**src/shared/ssp_pkg.sv**
```systemverilog
// Shared constants and types for the synchronous serial port
`default_nettype none
package ssp_pkg;
  typedef enum logic [2:0] {
    spi_mode_pol0_pha0 = 3'b000,
    spi_mode_pol0_pha1 = 3'b001,
    spi_mode_pol1_pha0 = 3'b010,
    spi_mode_pol1_pha1 = 3'b011,
    pulse_framed_format = 3'b100,
    command_response_format = 3'b101
  } ssp_format_type;
  typedef enum logic [1:0] {
    role_master = 2'b00,
    role_slave = 2'b01,
    role_slave_output_off = 2'b10
  } ssp_role_type;
  typedef enum logic [1:0] {
    st_idle = 2'b00,
    st_start = 2'b01,
    st_shift = 2'b10
  } ssp_state_type;
  localparam int FIFO_DEPTH = 8;
  localparam int WORD_W = 16;
  localparam logic [4:0] WIDTH_MIN = 5'h04;
  localparam logic [4:0] WIDTH_MAX = 5'h10;
  localparam logic [4:0] CMD_BITS = 5'h08;
  localparam logic [4:0] CMD_TURN_BITS = 5'h09;
  localparam logic [3:0] FIFO_LEVEL = 4'h4;
  localparam int RX_TIMEOUT_CYCLES = 640;
  localparam int IRQ_TX_LEVEL = 0;
  localparam int IRQ_RX_LEVEL = 1;
  localparam int IRQ_RX_TIMEOUT = 2;
  localparam int IRQ_RX_OVERRUN = 3;
endpackage
`default_nettype wire

```
**src/hdl/ssp_top.sv**
```systemverilog
// Synchronous serial port: data FIFO and serial engine
`default_nettype none

// ****************************************
// Data FIFO
// ****************************************
module ssp_fifo #(
  parameter int W = 16,
  parameter int DEPTH = 8
) (
  input wire logic ref_clk,
  input wire logic rst_n,
  input wire logic [W-1:0] in_data,
  input wire logic in_valid,
  output logic in_ready,
  output logic [W-1:0] out_data,
  output logic out_valid,
  input wire logic out_ready,
  output logic [$clog2(DEPTH):0] count
);
  localparam int AW = $clog2(DEPTH);
  logic [W-1:0] mem [DEPTH];
  logic [AW-1:0] wr_ptr;
  logic [AW-1:0] rd_ptr;
  logic push;
  logic pop;
  logic [AW:0] next_count;

  assign push = in_valid & in_ready;
  assign pop = out_valid & out_ready;
  assign out_data = mem[rd_ptr];

  always_comb begin
    next_count = count;
    if (push & ~pop) begin
      next_count = count + 1'b1;
    end else if (pop & ~push) begin
      next_count = count - 1'b1;
    end
  end

  always_ff @(posedge ref_clk) begin
    if (push) begin
      mem[wr_ptr] <= in_data;
    end
  end

  // Depth must be a power of two so the pointers wrap on their own
  always_ff @(posedge ref_clk) begin
    if (!rst_n) begin
      wr_ptr <= '0;
      rd_ptr <= '0;
      count <= '0;
      in_ready <= 1'b1;
      out_valid <= 1'b0;
    end else begin
      if (push) begin
        wr_ptr <= wr_ptr + 1'b1;
      end
      if (pop) begin
        rd_ptr <= rd_ptr + 1'b1;
      end
      count <= next_count;
      in_ready <= next_count != (AW+1)'(DEPTH);
      out_valid <= next_count != '0;
    end
  end
endmodule

module ssp_top
  import ssp_pkg::*;
#(
  parameter int DIV_W = 8,
  parameter int TIMEOUT_CYCLES = RX_TIMEOUT_CYCLES
) (
  input wire logic ref_clk,
  input wire logic rst_n,
  input wire logic port_enable,
  input wire logic [2:0] frame_format,
  input wire logic [1:0] role,
  input wire logic [4:0] data_width,
  input wire logic [DIV_W-1:0] half_period,
  input wire logic dma_rx_enable,
  input wire logic dma_tx_enable,
  input wire logic [3:0] irq_mask,
  input wire logic [1:0] irq_clear,
  input wire logic [31:0] tx_data,
  input wire logic tx_valid,
  output logic tx_ready,
  output logic [15:0] rx_data,
  output logic rx_valid,
  input wire logic rx_ready,
  output logic busy,
  output logic dma_tx_req,
  output logic dma_rx_req,
  output logic [3:0] irq_raw,
  output logic [3:0] irq_masked,
  output logic irq,
  input wire logic sclk_in,
  output logic sclk_out,
  output logic sclk_oe,
  input wire logic frame_in,
  output logic frame_out,
  output logic frame_oe,
  input wire logic sdi,
  output logic sdo,
  output logic sdo_oe
);
  // ****************************************
  // Helpers
  // ****************************************
  function automatic logic [4:0] clamp_width(input logic [4:0] w);
    if (w < WIDTH_MIN) begin
      return WIDTH_MIN;
    end else if (w > WIDTH_MAX) begin
      return WIDTH_MAX;
    end
    return w;
  endfunction

  function automatic logic [15:0] low_mask(input logic [4:0] w);
    logic [31:0] ones;
    ones = (32'h0000_0001 << w) - 32'h0000_0001;
    return ones[15:0];
  endfunction

  // ****************************************
  // Pin synchronisers
  // ****************************************
  logic sclk_s1, sclk_s2, sclk_s3;
  logic frame_s1, frame_s2;
  logic sdi_s1, sdi_s2;

  always_ff @(posedge ref_clk) begin
    if (!rst_n) begin
      sclk_s1 <= 1'b0;
      sclk_s2 <= 1'b0;
      sclk_s3 <= 1'b0;
      frame_s1 <= 1'b1;
      frame_s2 <= 1'b1;
      sdi_s1 <= 1'b0;
      sdi_s2 <= 1'b0;
    end else begin
      sclk_s1 <= sclk_in;
      sclk_s2 <= sclk_s1;
      sclk_s3 <= sclk_s2;
      frame_s1 <= frame_in;
      frame_s2 <= frame_s1;
      sdi_s1 <= sdi;
      sdi_s2 <= sdi_s1;
    end
  end

  // ****************************************
  // Configuration decode
  // ****************************************
  logic cpol, cpha, is_ti, is_cr, is_master;
  logic [4:0] width;
  logic [4:0] frame_len;

  assign is_ti = frame_format == pulse_framed_format;
  assign is_cr = frame_format == command_response_format;
  assign cpol = ~frame_format[2] & frame_format[1];
  assign cpha = is_ti | (~frame_format[2] & frame_format[0]);
  assign is_master = role == role_master;
  assign width = clamp_width(data_width);
  // Command phase, one turnaround bit, then the response
  assign frame_len = is_cr ? 5'(width + CMD_TURN_BITS) : width;

  // ****************************************
  // FIFOs
  // ****************************************
  logic [15:0] tx_head;
  logic tx_head_valid, tx_pop;
  logic [3:0] tx_count, rx_count;
  logic rx_push, rx_in_ready;
  logic [15:0] rx_word, rx_head;
  logic rx_head_valid, rx_head_take;

  ssp_fifo #(.W(WORD_W), .DEPTH(FIFO_DEPTH)) u_tx_fifo (
    .ref_clk(ref_clk),
    .rst_n(rst_n),
    .in_data(tx_data[15:0] & low_mask(width)),
    .in_valid(tx_valid),
    .in_ready(tx_ready),
    .out_data(tx_head),
    .out_valid(tx_head_valid),
    .out_ready(tx_pop),
    .count(tx_count)
  );

  ssp_fifo #(.W(WORD_W), .DEPTH(FIFO_DEPTH)) u_rx_fifo (
    .ref_clk(ref_clk),
    .rst_n(rst_n),
    .in_data(rx_word),
    .in_valid(rx_push),
    .in_ready(rx_in_ready),
    .out_data(rx_head),
    .out_valid(rx_head_valid),
    .out_ready(rx_head_take),
    .count(rx_count)
  );

  // Output stage keeps rx outputs on flops
  assign rx_head_take = ~rx_valid | rx_ready;

  always_ff @(posedge ref_clk) begin
    if (!rst_n) begin
      rx_valid <= 1'b0;
      rx_data <= 16'h0000;
    end else if (rx_head_take) begin
      rx_valid <= rx_head_valid;
      rx_data <= rx_head;
    end
  end

  // ****************************************
  // Serial engine
  // ****************************************
  ssp_state_type state;
  logic [DIV_W-1:0] div_cnt;
  logic tick, lead, trail, sample_ev, drive_ev, done;
  logic slave_start, frame_active_in;
  logic [4:0] sample_cnt;
  logic [15:0] tx_shift, rx_shift;

  // Clock in both roles is ref_clk; no second domain
  assign tick = div_cnt == half_period;
  assign frame_active_in = is_ti ? frame_s2 : ~frame_s2;
  assign slave_start = ~is_master & frame_active_in;
  // Slave edge detect needs the 12x margin to see each bit
  always_comb begin
    if (is_master) begin
      lead = state == st_shift && tick && sclk_out == cpol;
      trail = state == st_shift && tick && sclk_out != cpol;
    end else begin
      lead = state == st_shift && sclk_s2 != sclk_s3 && sclk_s3 == cpol;
      trail = state == st_shift && sclk_s2 != sclk_s3 && sclk_s3 != cpol;
    end
  end
  assign sample_ev = cpha ? trail : lead;
  assign drive_ev = cpha ? (lead && sample_cnt != 5'h00) : trail;
  assign done = trail && 5'(sample_cnt + {4'h0, cpha}) == frame_len;
  assign tx_pop = state == st_idle && port_enable && tx_head_valid
                  && (is_master || slave_start);

  always_ff @(posedge ref_clk) begin
    if (!rst_n) begin
      state <= st_idle;
      div_cnt <= '0;
      sclk_out <= 1'b0;
    end else if (!port_enable) begin
      state <= st_idle;
      div_cnt <= '0;
      sclk_out <= cpol;
    end else begin
      div_cnt <= (tick || state == st_idle) ? '0 : div_cnt + 1'b1;
      case (state)
        st_idle: begin
          sclk_out <= cpol;
          if (is_master && tx_head_valid) begin
            state <= st_start;
          end else if (slave_start) begin
            state <= st_shift;
          end
        end
        st_start: begin
          if (tick) begin
            state <= st_shift;
          end
        end
        st_shift: begin
          if (is_master && tick) begin
            sclk_out <= ~sclk_out;
          end
          // Slave aborts when the master drops the frame early
          if (done || (slave_start == 1'b0 && !is_master && !is_ti)) begin
            state <= st_idle;
          end
        end
        default: begin
          state <= st_idle;
        end
      endcase
    end
  end

  always_ff @(posedge ref_clk) begin
    if (!rst_n) begin
      tx_shift <= 16'h0000;
      rx_shift <= 16'h0000;
      sample_cnt <= 5'h00;
    end else if (state == st_idle) begin
      sample_cnt <= 5'h00;
      // Left-aligned so bit 15 leaves first
      if (tx_pop) begin
        tx_shift <= is_cr ? {tx_head[7:0], 8'h00}
                          : 16'(tx_head << 5'(WIDTH_MAX - width));
      end else if (slave_start) begin
        tx_shift <= 16'h0000;
      end
    end else begin
      if (drive_ev) begin
        tx_shift <= {tx_shift[14:0], 1'b0};
      end
      if (sample_ev) begin
        sample_cnt <= sample_cnt + 5'h01;
        if (!is_cr || sample_cnt >= CMD_TURN_BITS) begin
          rx_shift <= {rx_shift[14:0], sdi_s2};
        end
      end
    end
  end

  // Word lands one cycle after the closing edge
  always_ff @(posedge ref_clk) begin
    if (!rst_n) begin
      rx_push <= 1'b0;
    end else begin
      rx_push <= done;
    end
  end
  assign rx_word = rx_shift & low_mask(width);

  // ****************************************
  // Pin drivers and status
  // ****************************************
  assign sdo = tx_shift[15];

  always_ff @(posedge ref_clk) begin
    if (!rst_n) begin
      frame_out <= 1'b1;
      frame_oe <= 1'b0;
      sclk_oe <= 1'b0;
      sdo_oe <= 1'b0;
      busy <= 1'b0;
    end else begin
      frame_out <= is_ti ? state == st_start : state == st_idle;
      frame_oe <= is_master && port_enable;
      sclk_oe <= is_master && port_enable;
      // Output-off slave leaves the line to its neighbours
      sdo_oe <= port_enable && (is_master
                || (role == role_slave && state == st_shift));
      busy <= tx_head_valid || state != st_idle;
    end
  end

  // ****************************************
  // DMA requests and interrupt sources
  // ****************************************
  logic [15:0] idle_cnt;
  logic timeout_flag, overrun_flag;
  logic [3:0] next_raw;

  always_ff @(posedge ref_clk) begin
    if (!rst_n) begin
      idle_cnt <= 16'h0000;
      timeout_flag <= 1'b0;
      overrun_flag <= 1'b0;
    end else begin
      idle_cnt <= (state != st_idle || rx_count == 4'h0) ? 16'h0000
                  : (idle_cnt == 16'(TIMEOUT_CYCLES) ? idle_cnt : idle_cnt + 16'h0001);
      // Set wins over a clear in the same cycle
      if (idle_cnt == 16'(TIMEOUT_CYCLES) - 16'h0001) begin
        timeout_flag <= 1'b1;
      end else if (irq_clear[0]) begin
        timeout_flag <= 1'b0;
      end
      if (rx_push && !rx_in_ready) begin
        overrun_flag <= 1'b1;
      end else if (irq_clear[1]) begin
        overrun_flag <= 1'b0;
      end
    end
  end

  always_comb begin
    next_raw = 4'h0;
    next_raw[IRQ_TX_LEVEL] = tx_count <= FIFO_LEVEL;
    next_raw[IRQ_RX_LEVEL] = rx_count >= FIFO_LEVEL;
    next_raw[IRQ_RX_TIMEOUT] = timeout_flag;
    next_raw[IRQ_RX_OVERRUN] = overrun_flag;
  end

  always_ff @(posedge ref_clk) begin
    if (!rst_n) begin
      irq_raw <= 4'h0;
      irq_masked <= 4'h0;
      irq <= 1'b0;
      dma_tx_req <= 1'b0;
      dma_rx_req <= 1'b0;
    end else begin
      irq_raw <= next_raw;
      irq_masked <= next_raw & irq_mask;
      irq <= |(next_raw & irq_mask);
      dma_tx_req <= dma_tx_enable && tx_count <= FIFO_LEVEL;
      dma_rx_req <= dma_rx_enable && rx_head_valid;
    end
  end
endmodule
`default_nettype wire

```
**config.mk**
```make
export PLATFORM = sky130hd
export DESIGN_NAME = ssp_top
export DESIGN_NICKNAME = d
export VERILOG_FILES = /design/src/shared/ssp_pkg.sv /design/src/hdl/ssp_top.sv
export SDC_FILE = /design/constraint.sdc
export NUM_CORES = 1
export LEC_CHECK = 0
export ABC_AREA = 0
export BUFFER_PORTS_ARGS = -buffer_cell sky130_fd_sc_hd__clkbuf_2
export CAP_MARGIN = 20
export CORE_ASPECT_RATIO = 1.4
export CORE_MARGIN = 2
export CORE_UTILIZATION = 35
export DETAILED_ROUTE_END_ITERATION = 7
export GPL_ROUTABILITY_DRIVEN = 1
export PLACE_DENSITY = 0.61
export RECOVER_POWER = 100
export SLEW_MARGIN = 15
export SYNTH_ARGS = -nofsm -noshare
export SYNTH_HDL_FRONTEND = slang
export SYNTH_SLANG_ARGS = --single-unit
```
**constraint.sdc**
```tcl
create_clock -name ref_clk -period 3.4 [get_ports ref_clk]
set_clock_uncertainty 0.05 [all_clocks]
set_input_delay 0.34 -clock ref_clk [delete_from_list [all_inputs] [get_ports ref_clk]]
set_output_delay 0.34 -clock ref_clk [all_outputs]
set_load 0.03 [all_outputs]
```
==> flow_summary.json, run 1 <==
{
  "syn_area_um2": 17100,
  "finalCritPeriodShare_pct": 90.9,
  "synthArstFlopShare_pct": 0,
  "nets": 1514,
  "die_area_um2": 50600,
  "io_pins": 102,
  "antenna_cells": 0,
  "required_ps": 3780,
  "route.detailed.drc": 0,
  "clkTransAtPathRegs_ps": 60,
  "wl_um": 39000,
  "firstDrtPassIters": 5,
  "synth_area_leaders": "edfxtp_1 (45%), dfxtp_1 (16%), mux4_2 (8.2%)",
  "viasPerCell": 5.15,
  "rsz0062_at_grt": "no",
  "final_antenna_net_count": 0,
  "synth_cells": 1293,
  "syn_nets": 1383,
  "cp_data_arrival_time_ps": 3470,
  "num_rows": 95,
  "detailed_place_hpwl_um": 26900,
  "path_max_fanout": 10,
  "synth_top_area_share_pct": 45.0,
  "start_kind": "register",
  "synth_ff_type": "edfxtp_1",
  "holdBufCountCts": 9,
  "ff2ff_setup_slack_ps": 310,
  "clock-sinks": 389,
  "relSlewSlack_pct": 0.734,
  "grt_max_degree": 52,
  "ys_types": 82,
  "start_util_pct": 35.5,
  "p_leak_nw": 6.89,
  "worstMarginPinSlew_ps": 1490,
  "ir_worst_vdd_uv": 418,
  "max-clock-path-buffers": 3,
  "ys_warn_count": 0,
  "cts_setup_buffers": 0,
  "dpl_worst_slack_ps": 165,
  "worst_hold_path_type": "input port to register",
  "synth.most_common_cell": "edfxtp_1",
  "synth.ff_latch_count": 389,
  "critPathKind": "register to register",
  "ys_seq_area_share_pct": 60.6,
  "power_mw": 11.3,
  "setup_violations": 0,
  "grt_pass1_vias": 10898,
  "yosysTopAreaCell": "edfxtp_1",
  "outcome": "complete, no violations",
  "insertion_delay_ps": 530,
  "coreArea_um2": 48100,
  "synth_edf_count": 256,
  "gp_congestion": 0.898,
  "min_period_ps": 3090,
  "antenna_found_initial": 4,
  "hold_viol": 0,
  "layout-drive-gt1-share_pct": 16.0,
  "timing.setup.tns_ps": 0,
  "area_growth_pct": 15.2,
  "detail_route.wl_per_cell_um": 18.7,
  "fp.dieH_um": 265,
  "setup_ws_ps": 310,
  "avgSynthCellArea_um2": 13.2,
  "cts-root-buf": "clkbuf_16",
  "dieWidth_um": 191,
  "cts_made_buffers": 39,
  "finalMaxSlewViolations": 0,
  "drt_iter0_drc": 531,
  "routed-via-count": 10705,
  "maxCapViolCount": 0,
  "grtUsageTotal_pct": 15.4,
  "grt-ovfl-total": 0,
  "cts_tree": "built",
  "synth_common_cells": "edfxtp_1 (256), dfxtp_1 (133), nor2_1 (116)",
  "max_freq_ghz": 0.324,
  "io_buffers": 85,
  "cts_max_level": 2,
  "cts_resized": 0,
  "cp-end-kind": "register",
  "power.density_nw_per_um2": 576,
  "grt_pass1_wl_um": 60300
}
## worst max-delay path, cell delays in order, from the launching register on
cell	delay [ps]
dfxtp_2	480
clkbuf_2	320
buf_4	290
mux4_2	520
nand2b_1	90
nand2_1	150
o21ai_0	480
mux4_2	350
o211ai_1	90
o211a_1	160
## through the flow
step	hold WS [ps]	utilization (%)	instances	cell area (um^2)
2_1_floorplan	336	-	1293	17100
4_1_cts	3.00	41.4	2080	19900
3_5_place_dp	355	38.5	2004	18600
6_report	25.5	40.9	2080	19700
3_3_place_gp	355	38.5	2004	18600
5_1_grt	27.2	40.9	2080	19700
## cell families (layout without fill, tap and decap cells)
group / after synthesis / after routing / synth area share, %
other cells: 1 / 1 / 0.0219
simple gates: 415 / 415 / 11.9
fa+ha+maj: 24 / 24 / 1.76
mux: 131 / 131 / 12.5
buf+inv: 96 / 253 / 2.45
flops: 389 / 389 / 60.6
compound gates: 177 / 177 / 7.43
xor+xnor: 60 / 60 / 3.32
## registers in the layout, summed over array words and instances, names as in the netlist, 3 cells and up, named ones only
| signal | cells |
|---|---|
| u_rx_fifo.mem | 128 |
| u_tx_fifo.mem | 128 |
| idle_cnt | 16 |
| rx_data | 16 |
| rx_shift | 16 |
| tx_shift | 16 |
| div_cnt | 8 |
| sample_cnt | 5 |
| irq_masked | 4 |
| irq_raw | 4 |
| u_rx_fifo.count | 4 |
| u_tx_fifo.count | 4 |
| u_rx_fifo.rd_ptr | 3 |
| u_rx_fifo.wr_ptr | 3 |
| u_tx_fifo.rd_ptr | 3 |
| u_tx_fifo.wr_ptr | 3 |
## power by group
| part | internal, mW | switching (mW) |
|---|---|---|
| logic | 0.704 | 0.993 |
| registers | 5.22 | 0.170 |
| clock network | 2.53 | 1.73 |
## path summary, 6_finish.rpt
kind               startpoint            end  depth (start not counted)
hold reg to reg      frame_s1       frame_s2                          1
setup / recovery     register   tx_shift[10]                          9
setup reg to reg     register   tx_shift[10]                          9
hold / removal    irq_mask[2]  irq_masked[2]                          2
## area by class of cell
| class | instances | area (um^2) |
|---|---|---|
| flip-flops and latches | 389 | 10400 |
| multi-input cells | 808 | 6330 |
| clock buffers | 51 | 1070 |
| fillers | 4506 | 28400 |
| inverters | 29 | 109 |
| well taps | 630 | 788 |
| clock inverters | 16 | 190 |
| repair buffers | 157 | 853 |
## routing by layer
layer | vias up | track usage, % | share of wire (%)
li1 | 5101 | - | -
met1 | 5244 | 17.4 | 39
met2 | 261 | 27.9 | 52
met3 | 95 | 2.92 | 4.6
met4 | 4 | 6.77 | 4.2
met5 | - | 0 | 0.080
## placed cells by master (no fill, tap or decap), drive strengths merged, types with 19 or more instances in the layout
cell type  instances
a211oi            24
a21oi             34
and2              41
buf               35
clkbuf           164
dfxtp            133
edfxtp           256
ha                24
inv               31
mux2i             58
mux4              64
nand2            101
nand2b            23
nand3             39
nor2             117
nor3              19
o21ai             27
xnor2             35
xor2              22
No activity file was read; power rests on OpenSTA's default activity.
==> run 2: changes to the inputs <==
CORE_UTILIZATION = 50   (was 35)
PLACE_DENSITY = 0.78   (was 0.61)
==> run 2 against run 1 <==
- the flow now finishes with violations (capacitance limit, slew limit)
- flip-flop and latch count unchanged
- die area down 30%
- total power down 0.48%
- fmax up 0.55%
- clock power about the same
- final area down 1.6%
- worst hold slack better by 31 ps
- critical endpoint is now rx_shift[6]
- largest power group unchanged
==> flow_summary.json, run 2 (synthesis gave the netlist of run 1 again) <==
{
  "max-clock-path-buffers": 3,
  "fp.dieH_um": 223,
  "drt_iter0_drc": 933,
  "power_mw": 11.3,
  "viasPerCell": 5.71,
  "clock-sinks": 389,
  "detail_route.wl_per_cell_um": 19.6,
  "max_freq_ghz": 0.325,
  "finalMaxSlewViolations": 88,
  "final_antenna_net_count": 0,
  "io_pins": 102,
  "detailed_place_hpwl_um": 24900,
  "insertion_delay_ps": 540,
  "top_regs": "u_rx_fifo.mem (128), u_tx_fifo.mem (128)",
  "timing.setup.tns_ps": 0,
  "finalCritPeriodShare_pct": 90.4,
  "rsz0062_at_grt": "no",
  "firstDrtPassIters": 7,
  "mostFrequentLayoutCells": "edfxtp_1 (256), dfxtp_1 (131), nor2_1 (117), nand2_1 (101), clkbuf_1 (75)",
  "required_ps": 3790,
  "path_common_cell": "nand3_1",
  "setup_violations": 0,
  "io_buffers": 85,
  "cp-end-kind": "register",
  "critPathTopFamily": "simple AND/OR/NAND/NOR gates",
  "r2r-start": "div_cnt[2]",
  "grt-ovfl-total": 0,
  "cts_made_buffers": 37,
  "die_area_um2": 35700,
  "critPathSlowestCell": "nand3_1",
  "grtUsageTotal_pct": 21.1,
  "crit_buf_inv": 0,
  "outcome": "finished, violations left",
  "min_period_ps": 3070,
  "cp_data_arrival_time_ps": 3470,
  "critPathKind": "register to register",
  "route.detailed.drc": 0,
  "start_util_pct": 50.4,
  "dpl_worst_slack_ps": 180,
  "grt_max_degree": 47,
  "start_kind": "register",
  "slowest_delay_ps": 720,
  "rr_worst_depth": 7,
  "wl_um": 37200,
  "hold_viol": 0,
  "cts_max_level": 2,
  "coreArea_um2": 33900,
  "antenna_found_initial": 4,
  "crit_start": "div_cnt[2]",
  "violations": "capacitance limit, slew limit",
  "n_fill_cell": 2698,
  "power.density_nw_per_um2": 583,
  "path_max_fanout": 16,
  "hold_depth": 2,
  "worst_hold_path_type": "input port to register",
  "cts-root-buf": "clkbuf_16",
  "routed-via-count": 10846,
  "area_growth_pct": 13.4,
  "p_leak_nw": 6.84,
  "gp_congestion": 0.929,
  "dieWidth_um": 160,
  "cts_tree": "built",
  "cp.depth": 7,
  "final_common_cell": "edfxtp_1",
  "ir_worst_vdd_uv": 474,
  "relSlewSlack_pct": -49.7,
  "worstMarginPinSlew_ps": 2250,
  "num_rows": 80,
  "setup_ws_ps": 327,
  "grt_pass1_wl_um": 58900,
  "layout-drive-gt1-share_pct": 15.2,
  "crit_chain": "xnor2_1, nand4_1, nor2_1, nand3_1, a21oi_4, nand3_1, mux2i_1",
  "nets": 1506,
  "clkTransAtPathRegs_ps": 70,
  "grt_pass1_vias": 11034,
  "min_from": "port_enable",
  "maxCapViolCount": 2
}
## run 2: area by class of cell
type	instances	area (um^2)	area share (%)
Antenna cell	2	5.00	0.0258
Timing Repair Buffer	151	806	4.16
Clock inverter	17	208	1.07
Sequential cell	389	10400	53.4
Multi-Input combinational cell	808	6290	32.5
Tap cell	451	564	2.91
Clock buffer	51	1040	5.38
Inverter	29	109	0.562
## run 2: path summary, 6_finish.rpt
path / end / slack, ps
worst max-delay path: rx_shift[6] / 330
worst min-delay path: sclk_out / 60
worst max register to register: rx_shift[6] / 330
worst min register to register: sdi_s2 / 390
## run 2: power breakdown
group / internal [mW] / switching (mW)
clock network: 2.48 / 1.75
registers: 5.22 / 0.175
logic: 0.705 / 0.970
total: 8.40 / 2.89
## run 2: worst reg2reg max path, cell delays in order, from the launching register on
cell and delay (ps):
dfxtp_1 430, xnor2_1 140, nand4_1 420, nor2_1 320
nand3_1 210, a21oi_4 300, nand3_1 730, mux2i_1 390
## run 2: per-layer routing
layer,global-route usage [%],routed length (um)
met3,3.19,1880
met4,9.44,1660
met5,0,0
met1,24.0,14000
met2,39.0,19700
## run 2: repair_timing
item                                   4_1_cts  5_1_grt
endpoints found under the hold margin       10        0
buffers inserted                             0        0
hold buffers                                11        0
resized for setup                            0        0
## run 2: metrics by stage
step	cell area, um^2	util [%]	instances	hold slack, ps
2_1_floorplan	17100	-	1293	336
3_3_place_gp	18300	53.8	1817	354
3_5_place_dp	18300	53.8	1817	372
4_1_cts	19600	57.8	1896	31.5
5_1_grt	19400	57.1	1896	53.7
6_report	19400	57.1	1898	56.5
